--- src/hw/spt_defs.svh ---
/*
  Constants of the stepper phase translator and chopper: drive sequence, home
  position, timing counts, controller register offsets, fields and reset values.
  Assumes it is included by bare name wherever one of these numbers is needed.
*/
`ifndef SPT_DEFS_SVH
`define SPT_DEFS_SVH

// Master sequence, A,B,C,D from msb to lsb, clockwise order, position 0 is home.
`define SPT_SEQ_0 4'h5
`define SPT_SEQ_1 4'h1
`define SPT_SEQ_2 4'h9
`define SPT_SEQ_3 4'h8
`define SPT_SEQ_4 4'hA
`define SPT_SEQ_5 4'h2
`define SPT_SEQ_6 4'h6
`define SPT_SEQ_7 4'h4
`define SPT_HOME_POS 3'h0

// Timing, each time in ns with its cycle count derived from the clock rate.
`define SPT_CLK_MHZ 100
`define SPT_OSC_HALF_NS 10000
`define SPT_OSC_HALF_CYC ((`SPT_OSC_HALF_NS * `SPT_CLK_MHZ) / 1000)
`define SPT_STEP_HALF_NS 100
`define SPT_STEP_HALF_CYC ((`SPT_STEP_HALF_NS * `SPT_CLK_MHZ) / 1000)

// Controller registers, word index is byte address bits 7:2.
`define SPT_IDX_CTRL 6'h00
`define SPT_IDX_STEP 6'h01
`define SPT_IDX_STATUS 6'h02
`define SPT_CTRL_ENABLE 0
`define SPT_CTRL_DIR 1
`define SPT_CTRL_HALF 2
`define SPT_CTRL_CHOP 3
`define SPT_CTRL_RESET 4
`define SPT_STAT_HOME 0
`define SPT_STAT_BUSY 1
`define SPT_CTRL_RST_VAL 5'h0E

`endif

--- src/hw/spt_pkg.sv ---
/*
  Types of the stepper phase translator and chopper: the state structs of both
  ends and of the chopper channel.
  Assumes spt_defs.svh is on the include path.
*/
package spt_pkg;

  // State of one chopper channel.
  typedef struct packed {
    logic on;
  } spt_chop_state_t;

  // State of the device end.
  typedef struct packed {
    logic [2:0]       pos;
    logic [1:0]       stepSy;
    logic             stepPrev;
    logic [1:0]       dirSy;
    logic [1:0]       sizeSy;
    logic [1:0]       rstSy;
    logic [1:0]       enSy;
    logic [1:0]       ctlSy;
    logic [1:0]       oscSy;
    logic             oscPrev;
    logic [15:0]      oscCnt;
    logic             oscSq;
    logic [1:0][1:0]  tripSy;
    logic [3:0]       phase;
    logic [1:0]       inhN;
  } spt_dev_state_t;

  // State of the controller end.
  typedef struct packed {
    logic [4:0]  ctrl;
    logic [15:0] stepsLeft;
    logic [7:0]  divCnt;
    logic        stepLvl;
    logic [1:0]  homeSy;
    logic        dpValid;
    logic        dpWrite;
    logic [5:0]  dpIdx;
    logic [31:0] rdata;
  } spt_host_state_t;

endpackage

--- src/hw/spt_link_if.sv ---
/*
  Link between the step controller and the translator device.
  Assumes the bench drives oscExt when no device drives the oscillator pin.
*/
`timescale 1ns/1ps
`default_nettype none

interface spt_link_if;
  logic stepClk;
  logic rotationDir;
  logic stepSizeSelect;
  logic resetN;
  logic enable;
  logic chopTargetSelect;
  logic atHomeOe;
  logic atHomeLine;
  logic oscOut;
  logic oscOe;
  logic oscExt;
  logic oscLine;

  // Open collector with pull-up: the line is high while the transistor is off.
  assign atHomeLine = ~atHomeOe;
  // Shared oscillator pin: the driving device wins, else the external source.
  assign oscLine    = oscOe ? oscOut : oscExt;

  modport device (
    input  stepClk,
    input  rotationDir,
    input  stepSizeSelect,
    input  resetN,
    input  enable,
    input  chopTargetSelect,
    output atHomeOe,
    output oscOut,
    output oscOe,
    input  oscLine
  );

  modport host (
    output stepClk,
    output rotationDir,
    output stepSizeSelect,
    output resetN,
    output enable,
    output chopTargetSelect,
    input  atHomeLine
  );
endinterface

`default_nettype wire

--- src/hw/spt_chop_channel.sv ---
/*
  One chopper flip-flop: reset by a sense trip, else set by each oscillator tick.
  Assumes tick is a one-cycle strobe and trip a level, both already in the clk domain.
*/
`timescale 1ns/1ps
`default_nettype none

module spt_chop_channel (
  input  wire logic clk,
  input  wire logic rstn,
  input  wire logic tick,
  input  wire logic trip,
  output logic      chopOn
);
  import spt_pkg::*;

  spt_chop_state_t s_r;
  spt_chop_state_t s_nxt;

  // A trip wins over a tick, since the current is still above the limit.
  always_comb begin
    s_nxt = s_r;
    if (trip) begin
      s_nxt.on = 1'b0;
    end else if (tick) begin
      s_nxt.on = 1'b1;
    end
  end

  // Enabled after reset so the drive works before the first tick.
  always_ff @(posedge clk or negedge rstn) begin
    if (!rstn) begin
      s_r.on <= 1'b1;
    end else begin
      s_r <= s_nxt;
    end
  end

  assign chopOn = s_r.on;
endmodule

`default_nettype wire

--- src/hw/spt_device.sv ---
/*
  Translator device end: step counter, phase decode, inhibit logic, two
  choppers on a shared oscillator, home indication and enable gating.
  Assumes every link input and both sense trips come from outside the clk
  domain; the sense trips are digital comparator outputs, active high.
  Assumes the phase and inhibit outputs feed a bridge or darlington stage that
  treats a low inhibit as all four transistors off.
  Assumes the link carries the pull-up of the home line and resolves the
  shared oscillator pin between this end and an outside clock source.
*/
// Behaviour
// 3-bit counter decoded to eight-state sequence.
// Half step walks all eight states.
// Each step edge moves one position, direction-wise.
// Full step skips lsb, which is held.
// Odd start state gives two-phase-on full step.
// Even start state gives wave full step.
// Two-phase-on keeps both inhibit lines high.
// Each inhibit line is the OR of its pair.
// Reset forces home, state 1, ABCD 0101.
// Home output asserted while at home state.
// Enable low forces all six outputs low.
// Two choppers share one oscillator tick.
// Tick sets chopper, trip resets it.
// Target select picks phase or inhibit chopping.
// Phase chop drives the pair's other line high.
// Inhibit chop drives that inhibit line low.
// Oscillator pin drives squarewave or takes clock.
// Home transistor open while home is active.
// Fixed ABCD table for states 1 to 8.
// Advance on step rising edge, sampling modes.
`timescale 1ns/1ps
`default_nettype none
`include "spt_defs.svh"

module spt_device #(
  // One end per link owns the oscillator; OSC_HALF is its half period in clocks.
  parameter logic        OWN_OSC  = 1'b1,
  parameter logic [15:0] OSC_HALF = 16'(`SPT_OSC_HALF_CYC)
) (
  input  wire logic  clk,
  input  wire logic  rstn,
  spt_link_if.device lnk,
  input  wire logic [1:0] senseTrip,
  output logic [3:0] phaseOut,
  output logic       inhibitAbN,
  output logic       inhibitCdN
);
  import spt_pkg::*;

  // All registered state in one struct, and the value it takes at the next edge.
  spt_dev_state_t s_r;
  spt_dev_state_t s_nxt;
  // Strobes derived from the synchronised pins and the oscillator counter, one cycle wide each.
  logic           stepEdge;
  logic           oscTick;
  logic           oscWrap;
  // Chopper flip-flop outputs and the synchronised sense trips per pair.
  logic [1:0]     chopOn;
  logic [1:0]     tripNow;
  // Translator pattern and per-pair scratch values of the output stage.
  logic [3:0]     raw;
  logic           hi;
  logic           lo;
  logic           act;

  // Position to drive pattern; state number is position plus one.
  // Neighbouring entries differ in one line only, so a half step never
  // switches both windings at once; a full step is every second entry.
  function automatic logic [3:0] decode(input logic [2:0] p);
    logic [3:0] v;
    v = `SPT_SEQ_0;
    unique case (p)
      3'h0: v = `SPT_SEQ_0;
      3'h1: v = `SPT_SEQ_1;
      3'h2: v = `SPT_SEQ_2;
      3'h3: v = `SPT_SEQ_3;
      3'h4: v = `SPT_SEQ_4;
      3'h5: v = `SPT_SEQ_5;
      3'h6: v = `SPT_SEQ_6;
      3'h7: v = `SPT_SEQ_7;
    endcase
    return v;
  endfunction

  // Edge detection and the shared-pin tick read only the second synchroniser stage.
  // A step edge is one cycle wide, so a long step pulse moves one position.
  assign stepEdge = s_r.stepSy[1] & ~s_r.stepPrev;
  assign oscWrap  = (s_r.oscCnt == OSC_HALF - 16'h1);
  // With its own oscillator the tick is the square's rising edge, otherwise
  // the rising edge of the clock taken from the shared pin.
  assign oscTick  = OWN_OSC ? (oscWrap & ~s_r.oscSq)
                            : (s_r.oscSy[1] & ~s_r.oscPrev);
  // Trips are levels, not edges: a held trip keeps its chopper off.
  assign tripNow  = {s_r.tripSy[1][1], s_r.tripSy[0][1]};
  assign raw      = decode(s_r.pos);

  // Both channels see the same tick; index 1 is the A/B pair, 0 is C/D.
  // A trip and a tick in one cycle leave the channel off, as the current is still high.
  genvar gi;
  generate
    for (gi = 0; gi < 2; gi++) begin : g_chop
      spt_chop_channel u_chop (
        .clk    (clk),
        .rstn   (rstn),
        .tick   (oscTick),
        .trip   (tripNow[gi]),
        .chopOn (chopOn[gi])
      );
    end
  endgenerate

  // Next state: synchronisers, translator, oscillator and output stage.
  always_comb begin
    s_nxt          = s_r;
    hi             = 1'b0;
    lo             = 1'b0;
    act            = 1'b0;

    // Every pin passes two stages before any logic reads it; the cost is
    // two cycles of latency on every input, well below a step period.
    s_nxt.stepSy   = {s_r.stepSy[0], lnk.stepClk};
    s_nxt.stepPrev = s_r.stepSy[1];
    s_nxt.dirSy    = {s_r.dirSy[0], lnk.rotationDir};
    s_nxt.sizeSy   = {s_r.sizeSy[0], lnk.stepSizeSelect};
    s_nxt.rstSy    = {s_r.rstSy[0], lnk.resetN};
    s_nxt.enSy     = {s_r.enSy[0], lnk.enable};
    s_nxt.ctlSy    = {s_r.ctlSy[0], lnk.chopTargetSelect};
    s_nxt.oscSy    = {s_r.oscSy[0], lnk.oscLine};
    s_nxt.oscPrev  = s_r.oscSy[1];
    // Sense trips come from analog comparators and are synchronised too.
    s_nxt.tripSy[0] = {s_r.tripSy[0][0], senseTrip[0]};
    s_nxt.tripSy[1] = {s_r.tripSy[1][0], senseTrip[1]};

    // Direction and step size travel through the same two stages as the
    // step clock, so they are sampled at the very edge they came with.
    // The link reset is synchronised like the other pins, so home is
    // reached three cycles after it falls and held for as long as it is low.
    if (!s_r.rstSy[1]) begin
      s_nxt.pos = `SPT_HOME_POS;
    end else if (stepEdge) begin
      if (s_r.sizeSy[1]) begin
        // Half step walks every master state.
        s_nxt.pos = s_r.dirSy[1] ? s_r.pos + 3'h1 : s_r.pos - 3'h1;
      end else begin
        // Full step bypasses the lsb; it keeps its value, so an even
        // position (odd state) stays two-phase-on and an odd position
        // (even state) stays wave drive.
        s_nxt.pos = {s_r.dirSy[1] ? s_r.pos[2:1] + 2'h1
                                  : s_r.pos[2:1] - 2'h1, s_r.pos[0]};
      end
    end

    // Free-running squarewave, only driven out with its own oscillator.
    // Without its own oscillator the counter still runs but nothing reads
    // its square, so a slave end takes every tick from the shared pin.
    if (oscWrap) begin
      s_nxt.oscCnt = 16'h0;
      s_nxt.oscSq  = ~s_r.oscSq;
    end else begin
      s_nxt.oscCnt = s_r.oscCnt + 16'h1;
    end

    // Output stage per pair; i is the pair index as for the choppers.
    for (int i = 0; i < 2; i++) begin
      hi  = raw[2*i+1];
      lo  = raw[2*i];
      act = hi | lo;
      if (s_r.ctlSy[1]) begin
        // Phase chopping pulls the idle line up, so the decay current
        // recirculates in the upper half and bypasses the sense resistor.
        s_nxt.phase[2*i+1] = hi | (~chopOn[i] & act);
        s_nxt.phase[2*i]   = lo | (~chopOn[i] & act);
        s_nxt.inhN[i]      = act;
      end else begin
        // Inhibit chopping switches off the whole bridge half, so the
        // current decays into the supply at full speed.
        s_nxt.phase[2*i+1] = hi;
        s_nxt.phase[2*i]   = lo;
        s_nxt.inhN[i]      = act & chopOn[i];
      end
    end
    // Enable low wins over translator and choppers, keeping the power stage
    // off while the system starts up.
    if (!s_r.enSy[1]) begin
      s_nxt.phase = 4'h0;
      s_nxt.inhN  = 2'h0;
    end
  end

  // Outputs come up disabled, matching enable low during reset.
  // The translator starts at home, so the home line is released at once.
  always_ff @(posedge clk or negedge rstn) begin
    if (!rstn) begin
      s_r <= '{pos: `SPT_HOME_POS, oscCnt: 16'h0, phase: 4'h0, inhN: 2'h0, default: '0};
    end else begin
      s_r <= s_nxt;
    end
  end

  // Home line conducts (pulled low) whenever the translator is not home.
  assign lnk.atHomeOe = (s_r.pos != `SPT_HOME_POS);
  // A slave end never drives the shared pin, so only one end owns it.
  assign lnk.oscOut   = s_r.oscSq;
  assign lnk.oscOe    = OWN_OSC;
  // Drive lines straight from flip-flops, so the power stage sees no glitch.
  assign phaseOut     = s_r.phase;
  assign inhibitAbN   = s_r.inhN[1];
  assign inhibitCdN   = s_r.inhN[0];
endmodule

`default_nettype wire

--- src/flat_wrapper.sv ---
// flat-port wrapper written by rule: the top's interface ports become plain ports
module spt_device_flat import spt_pkg::*;
#(
                                                                                 
  parameter logic        OWN_OSC  = 1'b1,
  parameter logic [15:0] OSC_HALF = 16'(`SPT_OSC_HALF_CYC)
)
  (clk, rstn, senseTrip, phaseOut, inhibitAbN, inhibitCdN, lnk_stepClk, lnk_rotationDir, lnk_stepSizeSelect, lnk_resetN, lnk_enable, lnk_chopTargetSelect, lnk_atHomeOe, lnk_oscOut, lnk_oscOe);
  spt_link_if lnk_i ();
  input  wire logic clk;
  input  wire logic rstn;
  input  wire logic [1:0] senseTrip;
  output logic [3:0] phaseOut;
  output logic inhibitAbN;
  output logic inhibitCdN;
  input wire logic [$bits(lnk_i.stepClk)-1:0] lnk_stepClk;
  input wire logic [$bits(lnk_i.rotationDir)-1:0] lnk_rotationDir;
  input wire logic [$bits(lnk_i.stepSizeSelect)-1:0] lnk_stepSizeSelect;
  input wire logic [$bits(lnk_i.resetN)-1:0] lnk_resetN;
  input wire logic [$bits(lnk_i.enable)-1:0] lnk_enable;
  input wire logic [$bits(lnk_i.chopTargetSelect)-1:0] lnk_chopTargetSelect;
  output wire logic [$bits(lnk_i.atHomeOe)-1:0] lnk_atHomeOe;
  output wire logic [$bits(lnk_i.oscOut)-1:0] lnk_oscOut;
  output wire logic [$bits(lnk_i.oscOe)-1:0] lnk_oscOe;
  assign lnk_i.stepClk = lnk_stepClk;
  assign lnk_i.rotationDir = lnk_rotationDir;
  assign lnk_i.stepSizeSelect = lnk_stepSizeSelect;
  assign lnk_i.resetN = lnk_resetN;
  assign lnk_i.enable = lnk_enable;
  assign lnk_i.chopTargetSelect = lnk_chopTargetSelect;
  assign lnk_atHomeOe = lnk_i.atHomeOe;
  assign lnk_oscOut = lnk_i.oscOut;
  assign lnk_oscOe = lnk_i.oscOe;
  spt_device #(.OWN_OSC(OWN_OSC), .OSC_HALF(OSC_HALF)) u_core (.clk(clk), .rstn(rstn), .lnk(lnk_i), .senseTrip(senseTrip), .phaseOut(phaseOut), .inhibitAbN(inhibitAbN), .inhibitCdN(inhibitCdN));
endmodule
--- config.mk ---
export PLATFORM = sky130hd
export DESIGN_NAME = spt_device_flat
export DESIGN_NICKNAME = d
export VERILOG_FILES = /design/src/hw/spt_pkg.sv /design/src/hw/spt_link_if.sv /design/src/hw/spt_chop_channel.sv /design/src/hw/spt_device.sv /design/src/flat_wrapper.sv
export VERILOG_INCLUDE_DIRS = /design/src /design/src/hw
export SDC_FILE = /design/constraint.sdc
export NUM_CORES = 1
export LEC_CHECK = 0
export BUFFER_PORTS_ARGS = -buffer_cell sky130_fd_sc_hd__buf_2
export CAP_MARGIN = 30
export CORE_ASPECT_RATIO = 0.7
export CORE_MARGIN = 2
export CORE_UTILIZATION = 51
export CTS_BUF_LIST = sky130_fd_sc_hd__clkbuf_8 sky130_fd_sc_hd__clkbuf_16
export DETAILED_ROUTE_END_ITERATION = 6
export GPL_TIMING_DRIVEN = 0
export MAX_ROUTING_LAYER = met4
export PLACE_DENSITY_LB_ADDON = 0.3
export SETUP_SLACK_MARGIN = 0.2
export SLEW_MARGIN = 10
export SYNTH_ARGS = -nofsm -noshare
export SYNTH_HDL_FRONTEND = slang
export SYNTH_SLANG_ARGS = --single-unit
--- constraint.sdc ---
create_clock -name clk -period 1.8 [get_ports clk]
set_input_delay 0 -clock clk [delete_from_list [all_inputs] [get_ports clk]]
set_output_delay 0 -clock clk [all_outputs]
set_load 0.01 [all_outputs]
=== Word level (Yosys, flattened, before mapping) ===
Memory sizes are Yosys's and may differ from the RTL's.
Cells that the tools add are included.
W data, S select, Z words.

* Register bits: 45
* Memory bits (read-only): 32
* Input bits: 10
* Logic and storage cells: 60
* Memories: 1

* $add $sub $neg: 5
* Eq/ne operators: 3
* Multiplexer cells: 14
* Bitwise operators: 16
* Reductions and logical operators: 4

{| class="wikitable"
|+ Memory list
! memory !! depth !! bits a word !! read ports !! clocked after Yosys merged registers in !! wr ports !! RTL line !! source
|-
| (no name shown) || 8 || 4 || 1 || 0 || 0 || spt_device.sv:73 || <nowiki>unique case (p)</nowiki>
|}

{| class="wikitable"
|+ Operator list
! kind !! count
|-
| $add A16 B1 Y16 const B || 1
|-
| $eq A16 B10 Y1 const B || 1
|-
| $mux W16 || 1
|-
| $mux W3 || 4
|-
| $and A1 B1 Y1 || 6
|-
| $mux W2 || 3
|-
| $mux W6 || 1
|-
| $or A1 B1 Y1 || 6
|-
| $mux W1 || 5
|-
| $not A1 Y1 || 4
|-
| $reduce_bool A2 Y1 || 2
|-
| $add A3 B1 Y3 const B || 1
|-
| $reduce_bool A3 Y1 || 1
|-
| $sub A3 B1 Y3 const B || 1
|-
| $add A2 B1 Y2 const B || 1
|-
| $ne A2 B1 Y1 const B || 1
|-
| $ne A2 B2 Y1 const B || 1
|-
| $reduce_and A2 Y1 || 1
|-
| $sub A2 B1 Y2 const B || 1
|}

=== Longest topological paths before layout ===
Gate-level depths: netlist of the first run.
An unclocked memory read counts as a cell.

* Depth in word-level cells: 6
* Gate-level depth with buffers: 7
* Depth with buffers taken out: 6

=== Modules after synthesis ===
A second synthesis of the first run with hierarchy kept.

* Cell total of the unflattened synthesis: 143
* Area total of the unflattened synthesis: 1764.2 µm²

{| class="wikitable"
|+ Modules (own cells, without submodules)
! module !! times used !! cells each !! area each (µm²) !! sequential area each (µm²)
|-
| spt_device || 1 || 139 || 1691.6 || 1076.0
|-
| spt_chop_channel || 2 || 2 || 36.3 || 26.3
|}

=== Worst setup path before layout of the first run ===
No wires, ideal clock.

* Kind: flip-flop to flip-flop
* From: register u_core.s_r[44] (netlist name)
* To: register u_core.s_r[45] (netlist name)
* Library setup time: 0.079 ns
* Arrival: 1.674 ns
* Required time: 1.721 ns
* Setup slack: 0.046 ns
* Cell stages (with the launch flop): 8
* Clock period less this slack: 1.754 ns
* Path through: dfrtp_1 clkbuf_1 inv_1 fa_1 and2_1 o21ai_0 nor3b_1 mux2i_1

* Cells in the longest elaborated chain, start to end: 5
* Elaborated cells on any way between the ends: 9

{| class="wikitable"
|+ RTL lines
! what !! RTL line !! source
|-
| start, declared || spt_device.sv:52 || <nowiki>spt_dev_state_t s_r;</nowiki>
|-
| start signal, assigned || spt_device.sv:197 || <nowiki>s_r <= s_nxt;</nowiki>
|-
| $sub A3 B1 Y3, or another cell as far along || spt_device.sv:144 || <nowiki>s_nxt.pos = s_r.dirSy[1] ? s_r.pos + 3'h1 : s_r.pos - 3'h1;</nowiki>
|-
| $mux W3 / $mux W2 (equally long branches) || spt_device.sv:144, spt_device.sv:149 ||
|-
| $mux W3 (*) || spt_device.sv:142 || <nowiki>if (s_r.sizeSy[1]) begin</nowiki>
|-
| $mux W3 (*) || spt_device.sv:141 || <nowiki>end else if (stepEdge) begin</nowiki>
|-
| $mux W3 (*) || spt_device.sv:139 || <nowiki>if (!s_r.rstSy[1]) begin</nowiki>
|}

Every way passes the cells marked *; elsewhere a longest branch is shown, timed or not. The select of a mux whose other input is x is not followed.
A chain may end at the register's enable or synchronous reset.

=== Worst setup path after layout of the first run ===
* From: register u_core.s_r[44] (netlist name)
* To: register u_core.s_r[44] (netlist name)

Same word-level chain as after synthesis.

==> key figures, run 1 <==
Run status
  – Status: finished, final reports clean

Timing
  – Hold_ws: 0.0540 ns
  – Final period utilization: 87.1%
  – Smallest setup slack after layout: 0.231 ns
  – Final Hold Vio Count: 0
  – Skew final: 0.0119 ns
  – Slew Limit Fails: 0
  – Minimum clock period after layout: 1.57 ns
  – Unrepaired setup endpoints after global routing: true
  – TNS Setup: 0 ns
  – Final setup vio count: 0
  – Fmax: 637 MHz

Final layout
  – Util after Layout: 69.1%
  – Share of layout cells above drive strength 1: 32.6%
  – Fin area: 2250 sq um
  – Net count, final: 195
  – Layout Cells excl Fill: 231
  – Ant diodes: 0
  – P&R area growth vs syn: 25.8%

Synth
  – Synth cell types: 39
  – Syn Area/Cell: 12.5 sq um
  – Synthesized area: 1790 sq um
  – Most common library cells after synthesis: dfrtp_1 (43), nor2_1 (12), nand2_1 (8), xnor2_1 (8)
  – Prevailing post-synth register cell: dfrtp_1
  – Async SR Flop Fraction: 100%
  – Seq/Total Area, Yosys: 63.1%
  – Yosys Warn Count: 0
  – Yosys top cell area share: 60.2%
  – Syn nets: 155
  – Post-synth EDFFs: 0
  – Cell accounting for the most synthesized area: dfrtp_1
  – Mapped Cells: 143
  – Main area contributors after synthesis: dfrtp_1 (60%), xnor2_1 (3.9%), xor2_1 (3.4%)
  – Cell with the most instances after synthesis: dfrtp_1
  – Synth Register Bits: 45

Detailed routing
  – WL final: 3200 microns
  – Vias/cell: 5.15
  – Drt wl/cell: 13.9 microns
  – Via count: 1190
  – Drt first pass iters: 4
  – Antenna Nets Post-Route: 0
  – DRC errors left: 0
  – Initial DRC Count: 54

Clocking
  – CTS H-tree depth: 2
  – Worst-Skew Late Latency: 0.29 ns
  – Clock sink total: 45
  – Clk slew on worst S/H paths: 0.09 ns
  – Num CTS Buffers: 5
  – CTS tree: built
  – Root Driver: clkbuf_8
  – Clock buffer depth: 2

Pwr
  – Sequential Power Share: 56.7%
  – Maximum VDD drop: 1.01 mV
  – Internal Power: 1.44 mW
  – Comb pwr share: 8.4%
  – Pwr dens: 834 nW/um^2
  – Clk pwr share: 35.0%
  – Switching share of power: 22.9%
  – Static leakage: 1.06 nW
  – Net Switching: 429 uW
  – Power, Total: 1.87 mW

Worst setup path
  – Critical path class: flop to flop
  – CP Cell Sequence: clkbuf_8 > inv_4 > fa_2 > or3b_4 > a21boi_2
  – CP max FO: 3
  – CP arrival: 1.79 ns
  – Startpoint types: flop
  – Worst path required time: 2.02 ns
  – Worst path slowest cell: fa_2
  – CP endpoint kind: flop
  – CP max stage delay: 0.43 ns

Placed design
  – Port Buffer Count: 17
  – Worst slack, placed: 0.0664 ns
  – Placed Cells: 207
  – Routability congestion estimate: 0.866
  – Hpwl dp: 1990 microns
  – Post-place instance area: 1940 sq um

Job
  – Max-cap violations: 0

Floorplan
  – I/O pin total: 19
  – Full die area: 4000 sq um
  – Chip Height: 53.5 microns
  – Starting density of the core: 54.9%
  – # rows: 17
  – Die width: 74.8 microns
  – Core area: 3250 sq um

Global routing
  – Largest net degree at the start of global routing: 46
  – First-pass GRT wire length: 5240 microns
  – Number of global-route vias before repair: 1175
  – Gr usage total: 19.0%
  – Initial antenna violation count: 0
  – Remaining Overflow, GRT: 0

Hold path
  – Hold WC Path Type: primary input to asynchronous set/reset pin
==> critical path: cells and delay by family, from the launching register on <==
kind	cells	cell delay, ns
AOI/OAI and AO/OA	1	0.12
adders and majority gates	1	0.43
buffers and inverters	2	0.19
DFF	1	0.38
and+or+nand+nor	1	0.38
==> kinds of logic (layout without fill, tap and decap cells) <==
logic type	count (synthesis)	after routing	share of synthesized area [%]
compound gates	15	15	5.88
xor+xnor	15	15	7.35
fa+ha+maj	2	2	1.82
buf+inv	11	52	3.57
flops	45	45	63.1
mux	2	2	1.12
other cells	1	1	0.210
simple gates	52	52	16.9
==> layout make-up <==
| cell class | count | area [sq um] |
|---|---|---|
| sequential | 45 | 1130 |
| fill | 215 | 1010 |
| multi-input combinational | 87 | 641 |
| timing repair buffer | 33 | 240 |
| clock buffer | 6 | 82.6 |
| buffer | 7 | 62.6 |
| tap | 47 | 58.8 |
| clock inverter | 2 | 17.5 |
| inverter | 4 | 17.5 |
==> cell usage in the layout (no fill, tap or decap), types with 2 or more instances in the layout <==
cell / count
and3_2: 3
nand4_1: 2
o21a_1: 4
buf_4: 11
dfrtp_1: 43
xnor2_1: 8
xor2_1: 7
mux2i_1: 2
nand2b_1: 2
o21ba_2: 2
nand2_1: 8
nor2_1: 12
inv_1: 2
dlygate4sd3_1: 9
nor2b_1: 2
nand3_1: 7
a21oi_1: 3
dfstp_2: 2
clkbuf_8: 7
buf_2: 17
==> registers in the layout, summed over array words and instances (netlist names) <==
register / cells
u_core.inhibitCdN: 1
u_core.s_nxt: 9
u_core.s_r: 27
u_core.lnk.oscOut: 1
u_core.g_chop.u_chop.chopOn: 2
u_core.inhibitAbN: 1
u_core.phaseOut: 4
==> path summary, 6_finish.rpt <==
check                                 from  slack, ns  cells after the start                        endpoint
max reg2reg                 u_core.s_r[44]       0.23                      5                  u_core.s_r[44]
min                                   rstn       0.05                      2                u_core.s_nxt[42]
max in group asynchronous             rstn       1.25                      3  u_core.g_chop[1].u_chop.chopOn
min reg2reg                u_core.s_nxt[9]       0.35                      0                   u_core.s_r[9]
min in group clk              senseTrip[1]       0.34                      2                 u_core.s_nxt[9]
max                         u_core.s_r[44]       0.23                      5                  u_core.s_r[44]
==> power groups by stage <==
stage                     sequential [mW]  combinational [mW]  clock (mW)
after floorplan                      1.08              0.0679           0
after global routing                 1.07               0.174       0.722
after global placement               1.08               0.115           0
after CTS                            1.06               0.148       0.664
after detailed placement             1.08               0.122           0
final                                1.06               0.157       0.656
==> routing by layer <==
metal	share of wire (%)	vias up	GRT usage (%)
met3	5.0	4	5.62
met5	0	-	-
met2	50	42	29.9
met1	44	584	23.7
met4	1.2	0	6.85
li1	-	560	-
==> timing repair <==
action | in CTS | in global routing
endpoints found under the hold margin | 51 | 0
endpoints found under the setup margin | 5 | 11
hold buffers | 9 | 0
pin swaps | 1 | 3
resized for setup | 5 | 10
buffers inserted | 4 | 2
Note: power is estimated with default switching activity, not from simulation.
==> inputs of run 2 (changes only) <==
ABC_AREA = 1   (was default)
CORE_MARGIN = 4   (was 2)
CORE_UTILIZATION = 52   (was 51)
==> run 2 against run 1 <==
Net effect:
- non-clock buffer count fell by 6
- synthesized area increased by 7.7%
- power up 2.3%
- critical endpoint is now u_core.s_r[45]
- largest power group unchanged
==> key figures, run 2 <==
Pwr
  – Sequential Power Share: 55.2% (was 56.7%)
  – Net Switching: 405 uW (was 429 uW)
  – Static leakage: 1.17 nW (was 1.06 nW)
  – Comb pwr share: 6.8% (was 8.4%)
  – Switching share of power: 21.1% (was 22.9%)
  – Internal Power: 1.51 mW (was 1.44 mW)
  – Maximum VDD drop: 0.690 mV (was 1.01 mV)
  – Pwr dens: 837 nW/um^2 (was 834 nW/um^2)
  – Clk pwr share: 38.0% (was 35.0%)

Global routing
  – Number of global-route vias before repair: 1270 (was 1175)
  – Gr usage total: 16.5% (was 19.0%)
  – Remaining Overflow, GRT: 0 (unchanged)
  – First-pass GRT wire length: 5680 microns (was 5240 microns)
  – Largest net degree at the start of global routing: 46 (unchanged)
  – Initial antenna violation count: 0 (unchanged)

Floorplan
  – Full die area: 4760 sq um (was 4000 sq um)
  – I/O pin total: 19 (unchanged)
  – # rows: 18 (was 17)
  – Chip Height: 58.9 microns (was 53.5 microns)
  – Starting density of the core: 54.5% (was 54.9%)
  – Die width: 80.7 microns (was 74.8 microns)
  – Core area: 3540 sq um (was 3250 sq um)

Worst setup path
  – FF-to-FF path depth: 7 (was 5)
  – Worst r2r src: u_core.s_r[39] (was u_core.s_r[44])
  – CP arrival: 1.66 ns (was 1.79 ns)
  – Worst flop-to-flop path endpoint: u_core.s_r[45] (was u_core.s_r[44])
  – CP endpoint kind: flop (unchanged)
  – CP max FO: 3 (unchanged)
  – Worst path required time: 2.00 ns (was 2.02 ns)
  – Critical path class: flop to flop (unchanged)
  – Startpoint types: flop (unchanged)
  – Register-to-register path setup slack: 0.33 ns (was 0.23 ns)

Detailed routing
  – Initial DRC Count: 83 (was 54)
  – Drt wl/cell: 11.0 microns (was 13.9 microns)
  – Vias/cell: 4.72 (was 5.15)
  – DRC errors left: 0 (unchanged)
  – Drt first pass iters: 4 (unchanged)
  – Via count: 1378 (was 1190)
  – Antenna Nets Post-Route: 0 (unchanged)
  – WL final: 3220 microns (was 3200 microns)

Timing
  – TNS Setup: 0 ns (unchanged)
  – Final Hold Vio Count: 0 (unchanged)
  – Hold_ws: 0.135 ns (was 0.0540 ns)
  – Slew Limit Fails: 0 (unchanged)
  – Fmax: 681 MHz (was 637 MHz)
  – Smallest setup slack after layout: 0.333 ns (was 0.231 ns)
  – Final period utilization: 81.5% (was 87.1%)
  – Unrepaired setup endpoints after global routing: false (was true)
  – Skew final: 0.00261 ns (was 0.0119 ns)
  – Minimum clock period after layout: 1.47 ns (was 1.57 ns)
  – Final setup vio count: 0 (unchanged)

Synth
  – Cell with the most instances after synthesis: dfrtp_1 (unchanged)
  – Mapped Cells: 207 (was 143)
  – Main area contributors after synthesis: dfrtp_1 (56%), nand2_1 (7.0%), nor2_1 (6.8%) (was dfrtp_1 (60%), xnor2_1 (3.9%), xor2_1 (3.4%))
  – Cell accounting for the most synthesized area: dfrtp_1 (unchanged)
  – Yosys Warn Count: 0 (unchanged)
  – Yosys top cell area share: 55.9% (was 60.2%)
  – Synthesized area: 1930 sq um (was 1790 sq um)
  – Synth Register Bits: 45 (unchanged)
  – Most common library cells after synthesis: dfrtp_1 (43), nand2_1 (36), nor2_1 (35), inv_1 (27), nand3_1 (11) (was dfrtp_1 (43), nor2_1 (12), nand2_1 (8), xnor2_1 (8))
  – Syn nets: 219 (was 155)
  – Seq/Total Area, Yosys: 58.6% (was 63.1%)
  – Synth cell types: 29 (was 39)
  – Prevailing post-synth register cell: dfrtp_1 (unchanged)
  – Post-synth EDFFs: 0 (unchanged)
  – Syn Area/Cell: 9.30 sq um (was 12.5 sq um)
  – Async SR Flop Fraction: 100% (unchanged)

Final layout
  – Most frequent cells in the layout: dfrtp_1 (42), nand2_1 (36), nor2_1 (35) (was dfrtp_1 (43), buf_2 (17), nor2_1 (12))
  – Max reg flops: 27 (unchanged)
  – Register area: 1130 sq um (about the same)
  – Layout Cells excl Fill: 292 (was 231)
  – Largest reg by FF count: u_core.s_r (unchanged)
  – Share of layout cells above drive strength 1: 19.0% (was 32.6%)
  – Net count, final: 253 (was 195)
  – Commonest non-fill, non-tap cell in the layout: dfrtp_1 (unchanged)
  – Area of the multi-input gates: 642 sq um (was 641 sq um)
  – P&R area growth vs syn: 19.0% (was 25.8%)
  – Util after Layout: 64.8% (was 69.1%)
  – Ant diodes: 0 (unchanged)
  – Fill count: 293 (was 215)

Placed design
  – Placed Cells: 274 (was 207)
  – Worst slack, placed: 0.307 ns (was 0.0664 ns)
  – Routability congestion estimate: 0.906 (was 0.866)
  – Hpwl dp: 2230 microns (was 1990 microns)
  – Port Buffer Count: 17 (unchanged)

Hold path
  – Hold WC Path Type: primary input to asynchronous set/reset pin (unchanged)

Clocking
  – Worst-Skew Late Latency: 0.29 ns (about the same)
  – Clock sink total: 45 (unchanged)
  – CTS H-tree depth: 2 (unchanged)
  – CTS tree: built (unchanged)
  – Clk slew on worst S/H paths: 0.08 ns (was 0.09 ns)
  – Num CTS Buffers: 5 (unchanged)
  – Clock buffer depth: 2 (unchanged)
  – Root Driver: clkbuf_8 (unchanged)

Job
  – Max-cap violations: 0 (unchanged)

Run status
  – Status: finished, final reports clean (unchanged)
[run 2: changes by cell type after synthesis, sizes merged, moves of 3 or more]
cell | previous run | this run
a21oi | 3 | 7
inv | 4 | 27
o21ai | 2 | 8
nor2 | 12 | 40
and3 | 4 | 0
xnor2 | 8 | 1
nand3 | 7 | 12
o21a | 4 | 1
o21bai | 0 | 3
nand2 | 8 | 41
[run 2: worst max path at each step]
stage | start | end | slack [ns] | depth (start not counted)
final | u_core.s_r[39] | u_core.s_r[45] | 0.33 | 7
after global routing | u_core.s_r[43] | u_core.s_r[45] | 0.20 | 8
after CTS | u_core.s_r[44] | u_core.s_r[45] | 0.29 | 8
after detailed placement | u_core.s_r[44] | u_core.s_r[45] | 0.31 | 8
after global placement | u_core.s_r[44] | u_core.s_r[45] | 0.34 | 8
after floorplan | u_core.s_r[39] | u_core.s_r[45] | 0.43 | 7
[run 2: critical path: stages (launching register included)]
cell and delay [ns]:
dfrtp_1 0.44, fa_1 0.43, o21ai_0 0.23, inv_1 0.06, nand2_1 0.06, nand3_1 0.06, nand2_1 0.07, inv_1 0.03
[run 2: layer usage]
metal,GRT usage [%],wire (microns),part of all wire [%]
met5,-,0,0
met4,7.47,39,1.2
met3,4.59,163,5.1
met2,23.1,1380,43
met1,22.5,1640,51
[run 2: final cells by class]
type                       instances  share of cell area, %
buffer                             7                   2.35
clock buffer                       5                   3.00
clock inverter                     3                   1.69
inverter                          27                   4.42
multi-input combinational        128                   28.0
sequential                        45                   49.3
tap                               50                   2.73
timing repair buffer              27                   8.52
[run 2: kinds of logic (layout without fill, tap and decap cells)]
kind of cell	count (synthesis)	in the layout	share of synthesized area, %
and+or+nand+nor	99	99	22.9
DFF	45	45	58.6
buffers and inverters	34	69	8.06
AOI/OAI and AO/OA	20	20	5.78
xor gates and xnor gates	6	6	2.73
adders and majority gates	2	2	1.69
other	1	1	0.195
[run 2: repair_timing]
item	CTS	global route
hold buffers	9	0
endpoints found under the setup margin	0	1
gates resized for setup	0	1
buffers inserted	0	0
hold endpoints to repair	51	0
[run 2: metrics by stage]
step | area [sq um] | power, mW
5_1_grt | 2290 | 2.00
6_report | 2290 | 1.92
3_5_place_dp | 2070 | 1.19
4_1_cts | 2270 | 1.93
3_3_place_gp | 2070 | 1.19
2_1_floorplan | 1930 | 1.14
[run 2: power groups by stage]
| stage | logic [mW] | registers [mW] | clock network, mW |
|---|---|---|---|
| finish | 0.131 | 1.06 | 0.729 |
| global route | 0.150 | 1.06 | 0.792 |
| CTS | 0.128 | 1.06 | 0.748 |
| detailed placement | 0.113 | 1.08 | 0 |
| global placement | 0.109 | 1.08 | 0 |
| floorplan | 0.0615 | 1.08 | 0 |
